`config.mk`:
```
export PLATFORM = sky130hd
export DESIGN_NAME = dncsw_bank
export DESIGN_NICKNAME = d
export VERILOG_FILES = /design/src/verilog/dncsw_pkg.sv /design/src/verilog/dncsw_sat16.sv /design/src/verilog/dncsw_dir.sv /design/src/verilog/dncsw_bank.sv
export SDC_FILE = /design/constraint.sdc
export NUM_CORES = 1
export LEC_CHECK = 0
export BUFFER_PORTS_ARGS = -buffer_cell sky130_fd_sc_hd__buf_2
export CORE_MARGIN = 4
export CORE_UTILIZATION = 55
export DETAILED_ROUTE_END_ITERATION = 12
export PLACE_DENSITY_LB_ADDON = 0.3
export SYNTH_ARGS = -nofsm -noshare
export SYNTH_HDL_FRONTEND = slang
export SYNTH_SLANG_ARGS = --single-unit
export TNS_END_PERCENT = 5
```
`constraint.sdc`:
```
create_clock -name clk -period 5.2 [get_ports clk]
set_input_delay 0.26 -clock clk [delete_from_list [all_inputs] [get_ports clk]]
set_output_delay 0.26 -clock clk [all_outputs]
set_load 0.02 [all_outputs]
```
`src/verilog/dncsw_pkg.sv`:
```
// Contract
// - Status word is shared by all sources and rejects every write.
// - Status bit 1 shows a run command is present.
// - Status bit 2 follows the emergency run override state.
// - Status bit 5 shows which ramp pair is in use.
// - Status bit 6 flags incompatible settings; drive cannot be enabled then.
// - Status bit 7 shows alarm, bit 15 shows a registered fault.
// - Status bit 8 shows running, bit 9 shows enabled and ready.
// - Status bit 10 is actual direction, 1 forward.
// - Status bits 11, 12, 13: inching, remote, undervoltage.
// - Speed feedback is signed 16-bit, 8192 equals rated frequency.
// - Feedback scale reaches 32767, four times rated frequency.
// - Feedback is negative while the motor turns in reverse.
// - Control word is written only from the network; others read it.
// - Control bit 0 ramps up to reference, or ramps down to stop.
// - Control bit 1 enables the drive; clear removes motor power.
// - Control bit 2 runs with the reference direction, clear reverses it.
// - Control bit 3 enables inching; bit 4 selects remote control.
// - Control bit 5 selects the second ramp pair.
// - Control bit 7 resets a present fault; clear does nothing.
// - Speed reference is written only from communication interfaces.
// - Network reference applies only when network is the reference source.
// - Direction is forward when reference sign agrees with control bit 2.
// - Network speed values saturate at 32767 and -32768.
package dncsw_pkg;
  localparam int unsigned WORD_W = 16;
  // Register selectors of the word bank.
  localparam logic [1:0] SEL_STATUS = 2'h0;
  localparam logic [1:0] SEL_FEEDBACK = 2'h1;
  localparam logic [1:0] SEL_CONTROL = 2'h2;
  localparam logic [1:0] SEL_SPEEDREF = 2'h3;
  // Access source codes.
  localparam logic [1:0] SRC_NETWORK = 2'h0;
  localparam logic [1:0] SRC_KEYPAD = 2'h1;
  localparam logic [1:0] SRC_LOGIC = 2'h2;
  // Control word bit positions.
  localparam int unsigned CB_RAMP = 0;
  localparam int unsigned CB_GEN = 1;
  localparam int unsigned CB_FWD = 2;
  localparam int unsigned CB_INCH = 3;
  localparam int unsigned CB_REMOTE = 4;
  localparam int unsigned CB_RAMP2 = 5;
  localparam int unsigned CB_FRESET = 7;
  // Status word bit positions.
  localparam int unsigned SB_RUN = 1;
  localparam int unsigned SB_OVERRIDE = 2;
  localparam int unsigned SB_RAMP2 = 5;
  localparam int unsigned SB_CONFIG = 6;
  localparam int unsigned SB_ALARM = 7;
  localparam int unsigned SB_RUNNING = 8;
  localparam int unsigned SB_ENABLED = 9;
  localparam int unsigned SB_FWD = 10;
  localparam int unsigned SB_INCH = 11;
  localparam int unsigned SB_REMOTE = 12;
  localparam int unsigned SB_UNDERV = 13;
  localparam int unsigned SB_FAULT = 15;
  localparam logic [15:0] CTRL_MASK = 16'h00BF;
  localparam logic [15:0] CTRL_RESET = 16'h0000;
  localparam logic [15:0] SREF_RESET = 16'h0000;
  // Speed scale limits.
  localparam logic signed [15:0] SPD_RATED = 16'sh2000;
  localparam logic signed [17:0] SPD_MAX = 18'sh07FFF;
  localparam logic signed [17:0] SPD_MIN = -18'sh08000;

  // Drive state inputs that feed the status word.
  typedef struct packed {
    logic run_cmd;
    logic override_on;
    logic ramp2_used;
    logic config_bad;
    logic alarm;
    logic running;
    logic enabled;
    logic forward;
    logic inching;
    logic remote;
    logic undervolt;
    logic fault;
  } dncsw_state_t;

  // Decoded commands sent to the drive core.
  typedef struct packed {
    logic ramp_run;
    logic gen_enable;
    logic dir_forward;
    logic inching_en;
    logic remote_sel;
    logic ramp2_sel;
    logic fault_reset;
  } dncsw_cmd_t;
endpackage : dncsw_pkg

```
`src/verilog/dncsw_sat16.sv`:
```
`timescale 1ns/1ps
// Clamps a wide signed value into the signed 16-bit network range.
module dncsw_sat16 (
  input wire logic signed [17:0] val_in, // Wide signed value.
  output logic signed [15:0] val_out // Saturated value.
);
  // Saturate rather than wrap so huge speeds never flip sign.
  always_comb begin
    if (val_in > dncsw_pkg::SPD_MAX) begin
      val_out = dncsw_pkg::SPD_MAX[15:0];
    end else if (val_in < dncsw_pkg::SPD_MIN) begin
      val_out = dncsw_pkg::SPD_MIN[15:0];
    end else begin
      val_out = val_in[15:0];
    end
  end
endmodule : dncsw_sat16

```
`src/verilog/dncsw_dir.sv`:
```
`timescale 1ns/1ps
// Commanded direction from reference sign and direction bit.
module dncsw_dir (
  input wire logic signed [15:0] ref_in, // Speed reference.
  input wire logic fwd_bit, // Control direction bit.
  output logic dir_fwd // 1 when forward commanded.
);
  // Sign agreeing with the bit means forward; zero counts as positive.
  assign dir_fwd = (ref_in[15] == 1'b0) ? fwd_bit : ~fwd_bit;
endmodule : dncsw_dir

```
`src/verilog/dncsw_bank.sv`:
```
`timescale 1ns/1ps
// Network control and status word bank of the drive.
module dncsw_bank (
  input wire logic clk, // 10 MHz clock.
  input wire logic rstn, // Synchronous reset, active low.
  input wire logic ce, // Clock enable; state freezes while low.
  input wire logic wr_en, // Write strobe, one cycle.
  input wire logic [1:0] wr_src, // Source of the write.
  input wire logic [1:0] wr_sel, // Word selected for write.
  input wire logic [15:0] wr_data, // Write data.
  input wire logic [1:0] rd_sel, // Word selected for read.
  output logic [15:0] rd_data, // Registered read data.
  output logic wr_err, // Pulse: write was refused.
  input wire dncsw_pkg::dncsw_state_t st_in, // Asynchronous drive state.
  input wire logic signed [17:0] speed_meas, // Measured speed, wide signed.
  input wire logic net_ref_sel, // Network chosen as reference source.
  input wire logic signed [15:0] alt_ref, // Reference from other sources.
  output dncsw_pkg::dncsw_cmd_t cmd, // Commands to drive core.
  output logic signed [15:0] speed_ref_out, // Applied speed reference.
  output logic dir_cmd_fwd // Commanded direction, 1 forward.
);
  // Drive state arrives from other logic domains; two-stage synchroniser.
  dncsw_pkg::dncsw_state_t st_m_q, st_m_d, st_s_q, st_s_d;
  logic net_sel_m_q, net_sel_m_d, net_sel_s_q, net_sel_s_d;

  always_comb begin
    st_m_d = st_in;
    st_s_d = st_m_q;
    net_sel_m_d = net_ref_sel;
    net_sel_s_d = net_sel_m_q;
  end

  always_ff @(posedge clk) begin
    if (!rstn) begin
      st_m_q <= '0;
      st_s_q <= '0;
      net_sel_m_q <= 1'b0;
      net_sel_s_q <= 1'b0;
    end else if (ce) begin
      st_m_q <= st_m_d;
      st_s_q <= st_s_d;
      net_sel_m_q <= net_sel_m_d;
      net_sel_s_q <= net_sel_s_d;
    end
  end

  // Writable words. Only the network may change them; other sources are refused.
  logic [15:0] ctrl_q, ctrl_d;
  logic signed [15:0] sref_q, sref_d;
  logic err_q, err_d;
  logic net_wr;

  assign net_wr = wr_en && (wr_src == dncsw_pkg::SRC_NETWORK);

  always_comb begin
    ctrl_d = ctrl_q;
    sref_d = sref_q;
    err_d = 1'b0;
    if (wr_en) begin
      unique case (wr_sel)
        dncsw_pkg::SEL_STATUS, dncsw_pkg::SEL_FEEDBACK: begin
          err_d = 1'b1;
        end
        dncsw_pkg::SEL_CONTROL: begin
          if (net_wr) begin
            ctrl_d = wr_data & dncsw_pkg::CTRL_MASK;
          end else begin
            err_d = 1'b1;
          end
        end
        dncsw_pkg::SEL_SPEEDREF: begin
          if (net_wr) begin
            sref_d = wr_data;
          end else begin
            err_d = 1'b1;
          end
        end
      endcase
    end
  end

  always_ff @(posedge clk) begin
    if (!rstn) begin
      ctrl_q <= dncsw_pkg::CTRL_RESET;
      sref_q <= dncsw_pkg::SREF_RESET;
      err_q <= 1'b0;
    end else if (ce) begin
      ctrl_q <= ctrl_d;
      sref_q <= sref_d;
      err_q <= err_d;
    end
  end

  assign wr_err = err_q;

  // Status word assembly; reserved bits 0, 3, 4 and 14 are zero.
  logic [15:0] status_w;
  always_comb begin
    status_w = '0;
    status_w[dncsw_pkg::SB_RUN] = st_s_q.run_cmd;
    status_w[dncsw_pkg::SB_OVERRIDE] = st_s_q.override_on;
    status_w[dncsw_pkg::SB_RAMP2] = st_s_q.ramp2_used;
    status_w[dncsw_pkg::SB_CONFIG] = st_s_q.config_bad;
    status_w[dncsw_pkg::SB_ALARM] = st_s_q.alarm;
    status_w[dncsw_pkg::SB_RUNNING] = st_s_q.running;
    status_w[dncsw_pkg::SB_ENABLED] = st_s_q.enabled && !st_s_q.config_bad;
    status_w[dncsw_pkg::SB_FWD] = st_s_q.forward;
    status_w[dncsw_pkg::SB_INCH] = st_s_q.inching;
    status_w[dncsw_pkg::SB_REMOTE] = st_s_q.remote;
    status_w[dncsw_pkg::SB_UNDERV] = st_s_q.undervolt;
    status_w[dncsw_pkg::SB_FAULT] = st_s_q.fault;
  end

  // Feedback sign follows actual direction so reverse reads negative at any nonzero speed.
  // The sign goes on before saturation so a fast reverse reaches the negative limit.
  logic signed [18:0] fb_abs;
  logic signed [17:0] fb_lim, fb_pre;
  always_comb begin
    fb_abs = speed_meas[17] ? -19'(speed_meas) : 19'(speed_meas);
    fb_lim = (fb_abs > 19'(-dncsw_pkg::SPD_MIN)) ? -dncsw_pkg::SPD_MIN : fb_abs[17:0];
    fb_pre = st_s_q.forward ? fb_lim : -fb_lim;
  end

  // Signed speed is saturated into the 16-bit scale word.
  logic signed [15:0] fb_word;
  dncsw_sat16 u_fb_sat (
    .val_in(fb_pre),
    .val_out(fb_word)
  );

  // Registered read port serves every source with the same words.
  logic [15:0] rd_q, rd_d;
  always_comb begin
    rd_d = '0;
    unique case (rd_sel)
      dncsw_pkg::SEL_STATUS: rd_d = status_w;
      dncsw_pkg::SEL_FEEDBACK: rd_d = fb_word;
      dncsw_pkg::SEL_CONTROL: rd_d = ctrl_q;
      dncsw_pkg::SEL_SPEEDREF: rd_d = sref_q;
    endcase
  end

  always_ff @(posedge clk) begin
    if (!rstn) begin
      rd_q <= '0;
    end else if (ce) begin
      rd_q <= rd_d;
    end
  end

  assign rd_data = rd_q;

  // Reference selection: network value only when network is the source.
  logic signed [15:0] ref_sel;
  logic signed [17:0] ref_wide;
  always_comb begin
    ref_sel = net_sel_s_q ? sref_q : alt_ref;
    ref_wide = {{2{ref_sel[15]}}, ref_sel};
  end

  logic signed [15:0] ref_clamped;
  dncsw_sat16 u_ref_sat (
    .val_in(ref_wide),
    .val_out(ref_clamped)
  );

  logic dir_fwd;
  dncsw_dir u_dir (
    .ref_in(ref_clamped),
    .fwd_bit(ctrl_q[dncsw_pkg::CB_FWD]),
    .dir_fwd(dir_fwd)
  );

  // Command outputs are registered from the control word.
  dncsw_pkg::dncsw_cmd_t cmd_q, cmd_d;
  logic signed [15:0] sro_q, sro_d;
  logic dir_q, dir_d;
  always_comb begin
    cmd_d.ramp_run = ctrl_q[dncsw_pkg::CB_RAMP];
    // Config conflict blocks enabling regardless of the network bit.
    cmd_d.gen_enable = ctrl_q[dncsw_pkg::CB_GEN] && !st_s_q.config_bad;
    cmd_d.dir_forward = dir_fwd;
    cmd_d.inching_en = ctrl_q[dncsw_pkg::CB_INCH];
    cmd_d.remote_sel = ctrl_q[dncsw_pkg::CB_REMOTE];
    cmd_d.ramp2_sel = ctrl_q[dncsw_pkg::CB_RAMP2];
    cmd_d.fault_reset = ctrl_q[dncsw_pkg::CB_FRESET] && st_s_q.fault;
    sro_d = ref_clamped;
    dir_d = dir_fwd;
  end

  always_ff @(posedge clk) begin
    if (!rstn) begin
      cmd_q <= '0;
      sro_q <= '0;
      dir_q <= 1'b0;
    end else if (ce) begin
      cmd_q <= cmd_d;
      sro_q <= sro_d;
      dir_q <= dir_d;
    end
  end

  assign cmd = cmd_q;
  assign speed_ref_out = sro_q;
  assign dir_cmd_fwd = dir_q;
endmodule : dncsw_bank

```
==> flow_results.xml <==
<?xml version="1.0" encoding="UTF-8"?>
<metrics>
  <group name="outcome">
    <metric name="status" unit="">finished clean</metric>
  </group>
  <group name="logic_synthesis">
    <metric name="post_synth_instance_area" unit="µm²">5152</metric>
    <metric name="fraction_of_the_mapped_netlist_area_in_simple_logic_gates" unit="">0.2033</metric>
    <metric name="synth_cells" unit="">563</metric>
    <metric name="netlist-cell-type-count" unit="">77</metric>
    <metric name="seq_area_frac_synth" unit="">0.3458</metric>
    <metric name="synthMuxAreaShare" unit="">0.1498</metric>
    <metric name="yosys_warnings" unit="">0</metric>
    <metric name="ys_ff_latch" unit="">89</metric>
    <metric name="mappedNetlistNets" unit="">638</metric>
    <metric name="synth_xor_area_frac" unit="">0.03910</metric>
    <metric name="synthMostInstantiatedCell" unit="">dfxtp_1</metric>
    <metric name="synth.avg_cell_area" unit="µm²">9.152</metric>
    <metric name="yosys.area.top_type_share" unit="">0.3458</metric>
    <metric name="ys_async_sr_fraction" unit="">0</metric>
    <metric name="synth_area_leader_cell" unit="">dfxtp_1</metric>
    <metric name="synth_fa_ha_area_frac" unit="">0.004857</metric>
    <metric name="synthesized_area_fraction_occupied_by_ao_oa_aoi_and_oai_cells" unit="">0.2105</metric>
    <metric name="netlist_top_cells_count" unit="">89 x dfxtp_1, 76 x mux2i_1, 61 x nor2b_1</metric>
    <metric name="synth_enable_flop_cells" unit="">0</metric>
    <metric name="synth_flop_cell" unit="">dfxtp_1</metric>
    <metric name="yosys-top-cells-area" unit="">dfxtp_1 35%, mux2i_1 15%, nor2b_1 7.4%</metric>
    <metric name="dominant_combinational_cell_family_by_area_after_synthesis" unit="">compound AO/OA/AOI/OAI gates</metric>
  </group>
  <group name="floorplanning">
    <metric name="fp.dieArea" unit="µm²">10980</metric>
    <metric name="start_util" unit="">0.5603</metric>
    <metric name="fp.dieH" unit="µm">104.8</metric>
    <metric name="ios" unit="">114</metric>
    <metric name="die_x" unit="µm">104.8</metric>
    <metric name="rows" unit="">35</metric>
    <metric name="floorplan.core_area" unit="µm²">9196</metric>
  </group>
  <group name="min_path">
    <metric name="hold_crit_class" unit="">in2reg</metric>
  </group>
  <group name="detailed_routing">
    <metric name="post_drt_wl_per_cell" unit="µm">16.69</metric>
    <metric name="first_iter_violations" unit="">362</metric>
    <metric name="route.detailed.drc" unit="">0</metric>
    <metric name="antenna_left" unit="">0</metric>
    <metric name="drt_pre_antenna_iters" unit="">5</metric>
    <metric name="routed_wl" unit="µm">12740</metric>
    <metric name="via_count_of_the_routed_design" unit="">4548</metric>
    <metric name="routed_via_density" unit="">5.961</metric>
  </group>
  <group name="sta">
    <metric name="fin_crit_sh" unit="">0.8616</metric>
    <metric name="number_of_failing_hold_endpoints_at_the_final_stage" unit="">0</metric>
    <metric name="skew" unit="ps">9.535</metric>
    <metric name="timing_worst_slew_pin_value" unit="ps">1045</metric>
    <metric name="period_needed" unit="ps">4481</metric>
    <metric name="maxSlewHeadroom" unit="">0.3023</metric>
    <metric name="finalHoldWorstSlack" unit="ps">172.8</metric>
    <metric name="max_freq" unit="GHz">0.2232</metric>
    <metric name="setup_viol_count_final" unit="">0</metric>
    <metric name="slew_violations" unit="">0</metric>
    <metric name="setup_repair_after_global_routing_missed_its_margin" unit="">false</metric>
    <metric name="setup_tns" unit="ps">0</metric>
  </group>
  <group name="critical_path">
    <metric name="cp_data_arrival_time" unit="ps">4720</metric>
    <metric name="worstPathMaxFanout" unit="">8</metric>
    <metric name="cpMaxStageDelayCell" unit="">or4b_1</metric>
    <metric name="timing.critical_path.slowest_cell_delay" unit="ps">670</metric>
    <metric name="timing_worst_setup_path_type" unit="">in2reg</metric>
    <metric name="critical_path.startpoint_type" unit="">input pin</metric>
    <metric name="cp_cell_sequence" unit="">buf_2 &gt; inv_1 &gt; ha_1 &gt; or4b_1 &gt; or4_1 &gt; o311ai_1 &gt; o21ai_1 &gt; a41oi_1 &gt; inv_1 &gt; nand2_1 &gt; ha_1 &gt; nand3_1 &gt; or4b_4 &gt; a32oi_4 &gt; a221oi_1 &gt; a211o_1</metric>
    <metric name="end_kind" unit="">flop</metric>
    <metric name="worst_ep_required_time" unit="ps">5440</metric>
  </group>
  <group name="global_routing">
    <metric name="grt_antenna_before_repair" unit="">0</metric>
    <metric name="globalRouteOverflowTotal" unit="">0</metric>
    <metric name="wire_length_of_the_first_global_routing_pass" unit="µm">20510</metric>
    <metric name="grt_start_max_net_pins" unit="">86</metric>
    <metric name="first_global_vias" unit="">4196</metric>
    <metric name="grt.total_usage" unit="">0.2217</metric>
  </group>
  <group name="final_layout">
    <metric name="fin_nets" unit="">723</metric>
    <metric name="area_growth" unit="%">14.23</metric>
    <metric name="drive_gt1_frac" unit="">0.2408</metric>
    <metric name="regArea" unit="µm²">1782</metric>
    <metric name="antenna_cells" unit="">0</metric>
    <metric name="multi_input_area" unit="µm²">3131</metric>
    <metric name="final-instance-count-excl-fill" unit="">763</metric>
    <metric name="finalInstanceArea" unit="µm²">5886</metric>
    <metric name="fill_cell_count" unit="">772</metric>
  </group>
  <group name="placement">
    <metric name="placement.io_buffers" unit="">113</metric>
    <metric name="postPlaceCellArea" unit="µm²">5690</metric>
    <metric name="dp.cells" unit="">748</metric>
    <metric name="final_weighted_congestion_in_routability_driven_placement" unit="">0.9258</metric>
    <metric name="detailedPlacementHpwl" unit="µm">9428</metric>
  </group>
  <group name="power">
    <metric name="vdd_drop_max" unit="mV">0.2027</metric>
    <metric name="p_total" unit="W">0.001469</metric>
    <metric name="power_density" unit="nW/µm²">249.6</metric>
    <metric name="cellLeakagePower" unit="nW">2.615</metric>
  </group>
  <group name="clocking">
    <metric name="cts.reportedPaths.clkPinSlew" unit="ps">90</metric>
    <metric name="cts.path.max_buffers" unit="">2</metric>
    <metric name="cts_root_buf" unit="">clkbuf_8</metric>
    <metric name="post-cts-setup-buffer-count" unit="">0</metric>
    <metric name="worstSkewPairLatency" unit="ps">340</metric>
    <metric name="numCtsBuffers" unit="">9</metric>
    <metric name="clock-sinks" unit="">89</metric>
    <metric name="tritoncts" unit="">built</metric>
    <metric name="cts_resized" unit="">0</metric>
    <metric name="ctsHoldBuffers" unit="">0</metric>
    <metric name="cts_htree_levels" unit="">3</metric>
  </group>
  <group name="run">
    <metric name="timing.max_cap.violations" unit="">0</metric>
  </group>
</metrics>
cell type report:
class	instances	share of cell area
multi-input cells	422	0.5319
flip-flops and latches	89	0.3027
repair buffers	119	0.1042
clock buffers	11	0.02402
well taps	111	0.02360
clock inverters	4	0.009141
inverters	7	0.004464
flip-flops by register name (all words and copies together) (netlist names):
| name | cells |
|---|---|
| ctrl_q | 7 |
| st_m_q | 12 |
| net_sel_m_q | 1 |
| cmd | 6 |
| speed_ref_out | 16 |
| st_s_q | 12 |
| rd_data | 16 |
| sref_q | 16 |
| net_sel_s_q | 1 |
| wr_err | 1 |
| dir_cmd_fwd | 1 |
power breakdown:
part | switching [W] | total [W] | internal [W]
Sequential | 0.0000216 | 0.000730 | 0.000708
Combinational | 0.000158 | 0.000272 | 0.000114
Clock | 0.000234 | 0.000468 | 0.000234
Total | 0.000413 | 0.00147 | 0.00106
critical path, delay by kind of cell:
family          cells  cell delay [ps]
simple gates        5             2060
buf+inv             3              370
compound gates      6             1540
fa+ha+maj           2              500
stage by stage:
step             util  worst slack (ps)
4_1_cts        0.6400             832.1
3_5_place_dp   0.6188             472.3
2_1_floorplan       -              1002
5_1_grt        0.6400             475.4
3_3_place_gp   0.6188             673.1
6_report       0.6400             719.5
final timing paths:
path | start | end | slack (ps) | depth (start not counted)
worst max-delay path | speed_meas[0] | rd_data[1] | 720 | 16
worst min-delay path | wr_data[14] | sref_q[14] | 170 | 3
worst min register to register | cmd[0] | cmd[0] | 470 | 2
worst max register to register | st_s_q[4] | rd_data[1] | 3010 | 4
kinds of logic (layout without fill, tap and decap cells):
family | after synthesis | count (layout)
XOR/XNOR | 23 | 23
buffers and inverters | 52 | 141
flip-flops | 89 | 89
adder cells (fa/ha/maj) | 2 | 2
multiplexers | 77 | 77
AND/OR/NAND/NOR | 189 | 189
AO/OA/AOI/OAI | 131 | 131
routing by layer:
| layer | part of all wire | vias up | global-route usage | routed length, µm |
|---|---|---|---|---|
| met3 | 0.054 | 13 | 0.03768 | 684 |
| met4 | 0.0095 | 0 | 0.04405 | 121 |
| met2 | 0.49 | 150 | 0.3703 | 6220 |
| met5 | 0 | - | 0 | 0 |
| li1 | - | 2230 | - | - |
| met1 | 0.45 | 2155 | 0.3025 | 5710 |
cells in the final DEF (no fill, tap or decap), types with 8 or more instances in the layout:
| master | synthesis | layout |
|---|---|---|
| xnor2_1 | 9 | 9 |
| dfxtp_1 | 89 | 89 |
| clkbuf_8 | 0 | 10 |
| a21oi_1 | 17 | 17 |
| o21ai_0 | 26 | 26 |
| nor2b_1 | 61 | 61 |
| nor3_1 | 8 | 8 |
| buf_2 | 3 | 112 |
| nand3_1 | 11 | 11 |
| mux2i_1 | 76 | 76 |
| xor2_1 | 14 | 14 |
| nor2_1 | 23 | 23 |
| o211a_1 | 17 | 17 |
| nand2_1 | 44 | 44 |
No activity file was read; power rests on OpenSTA's default activity.
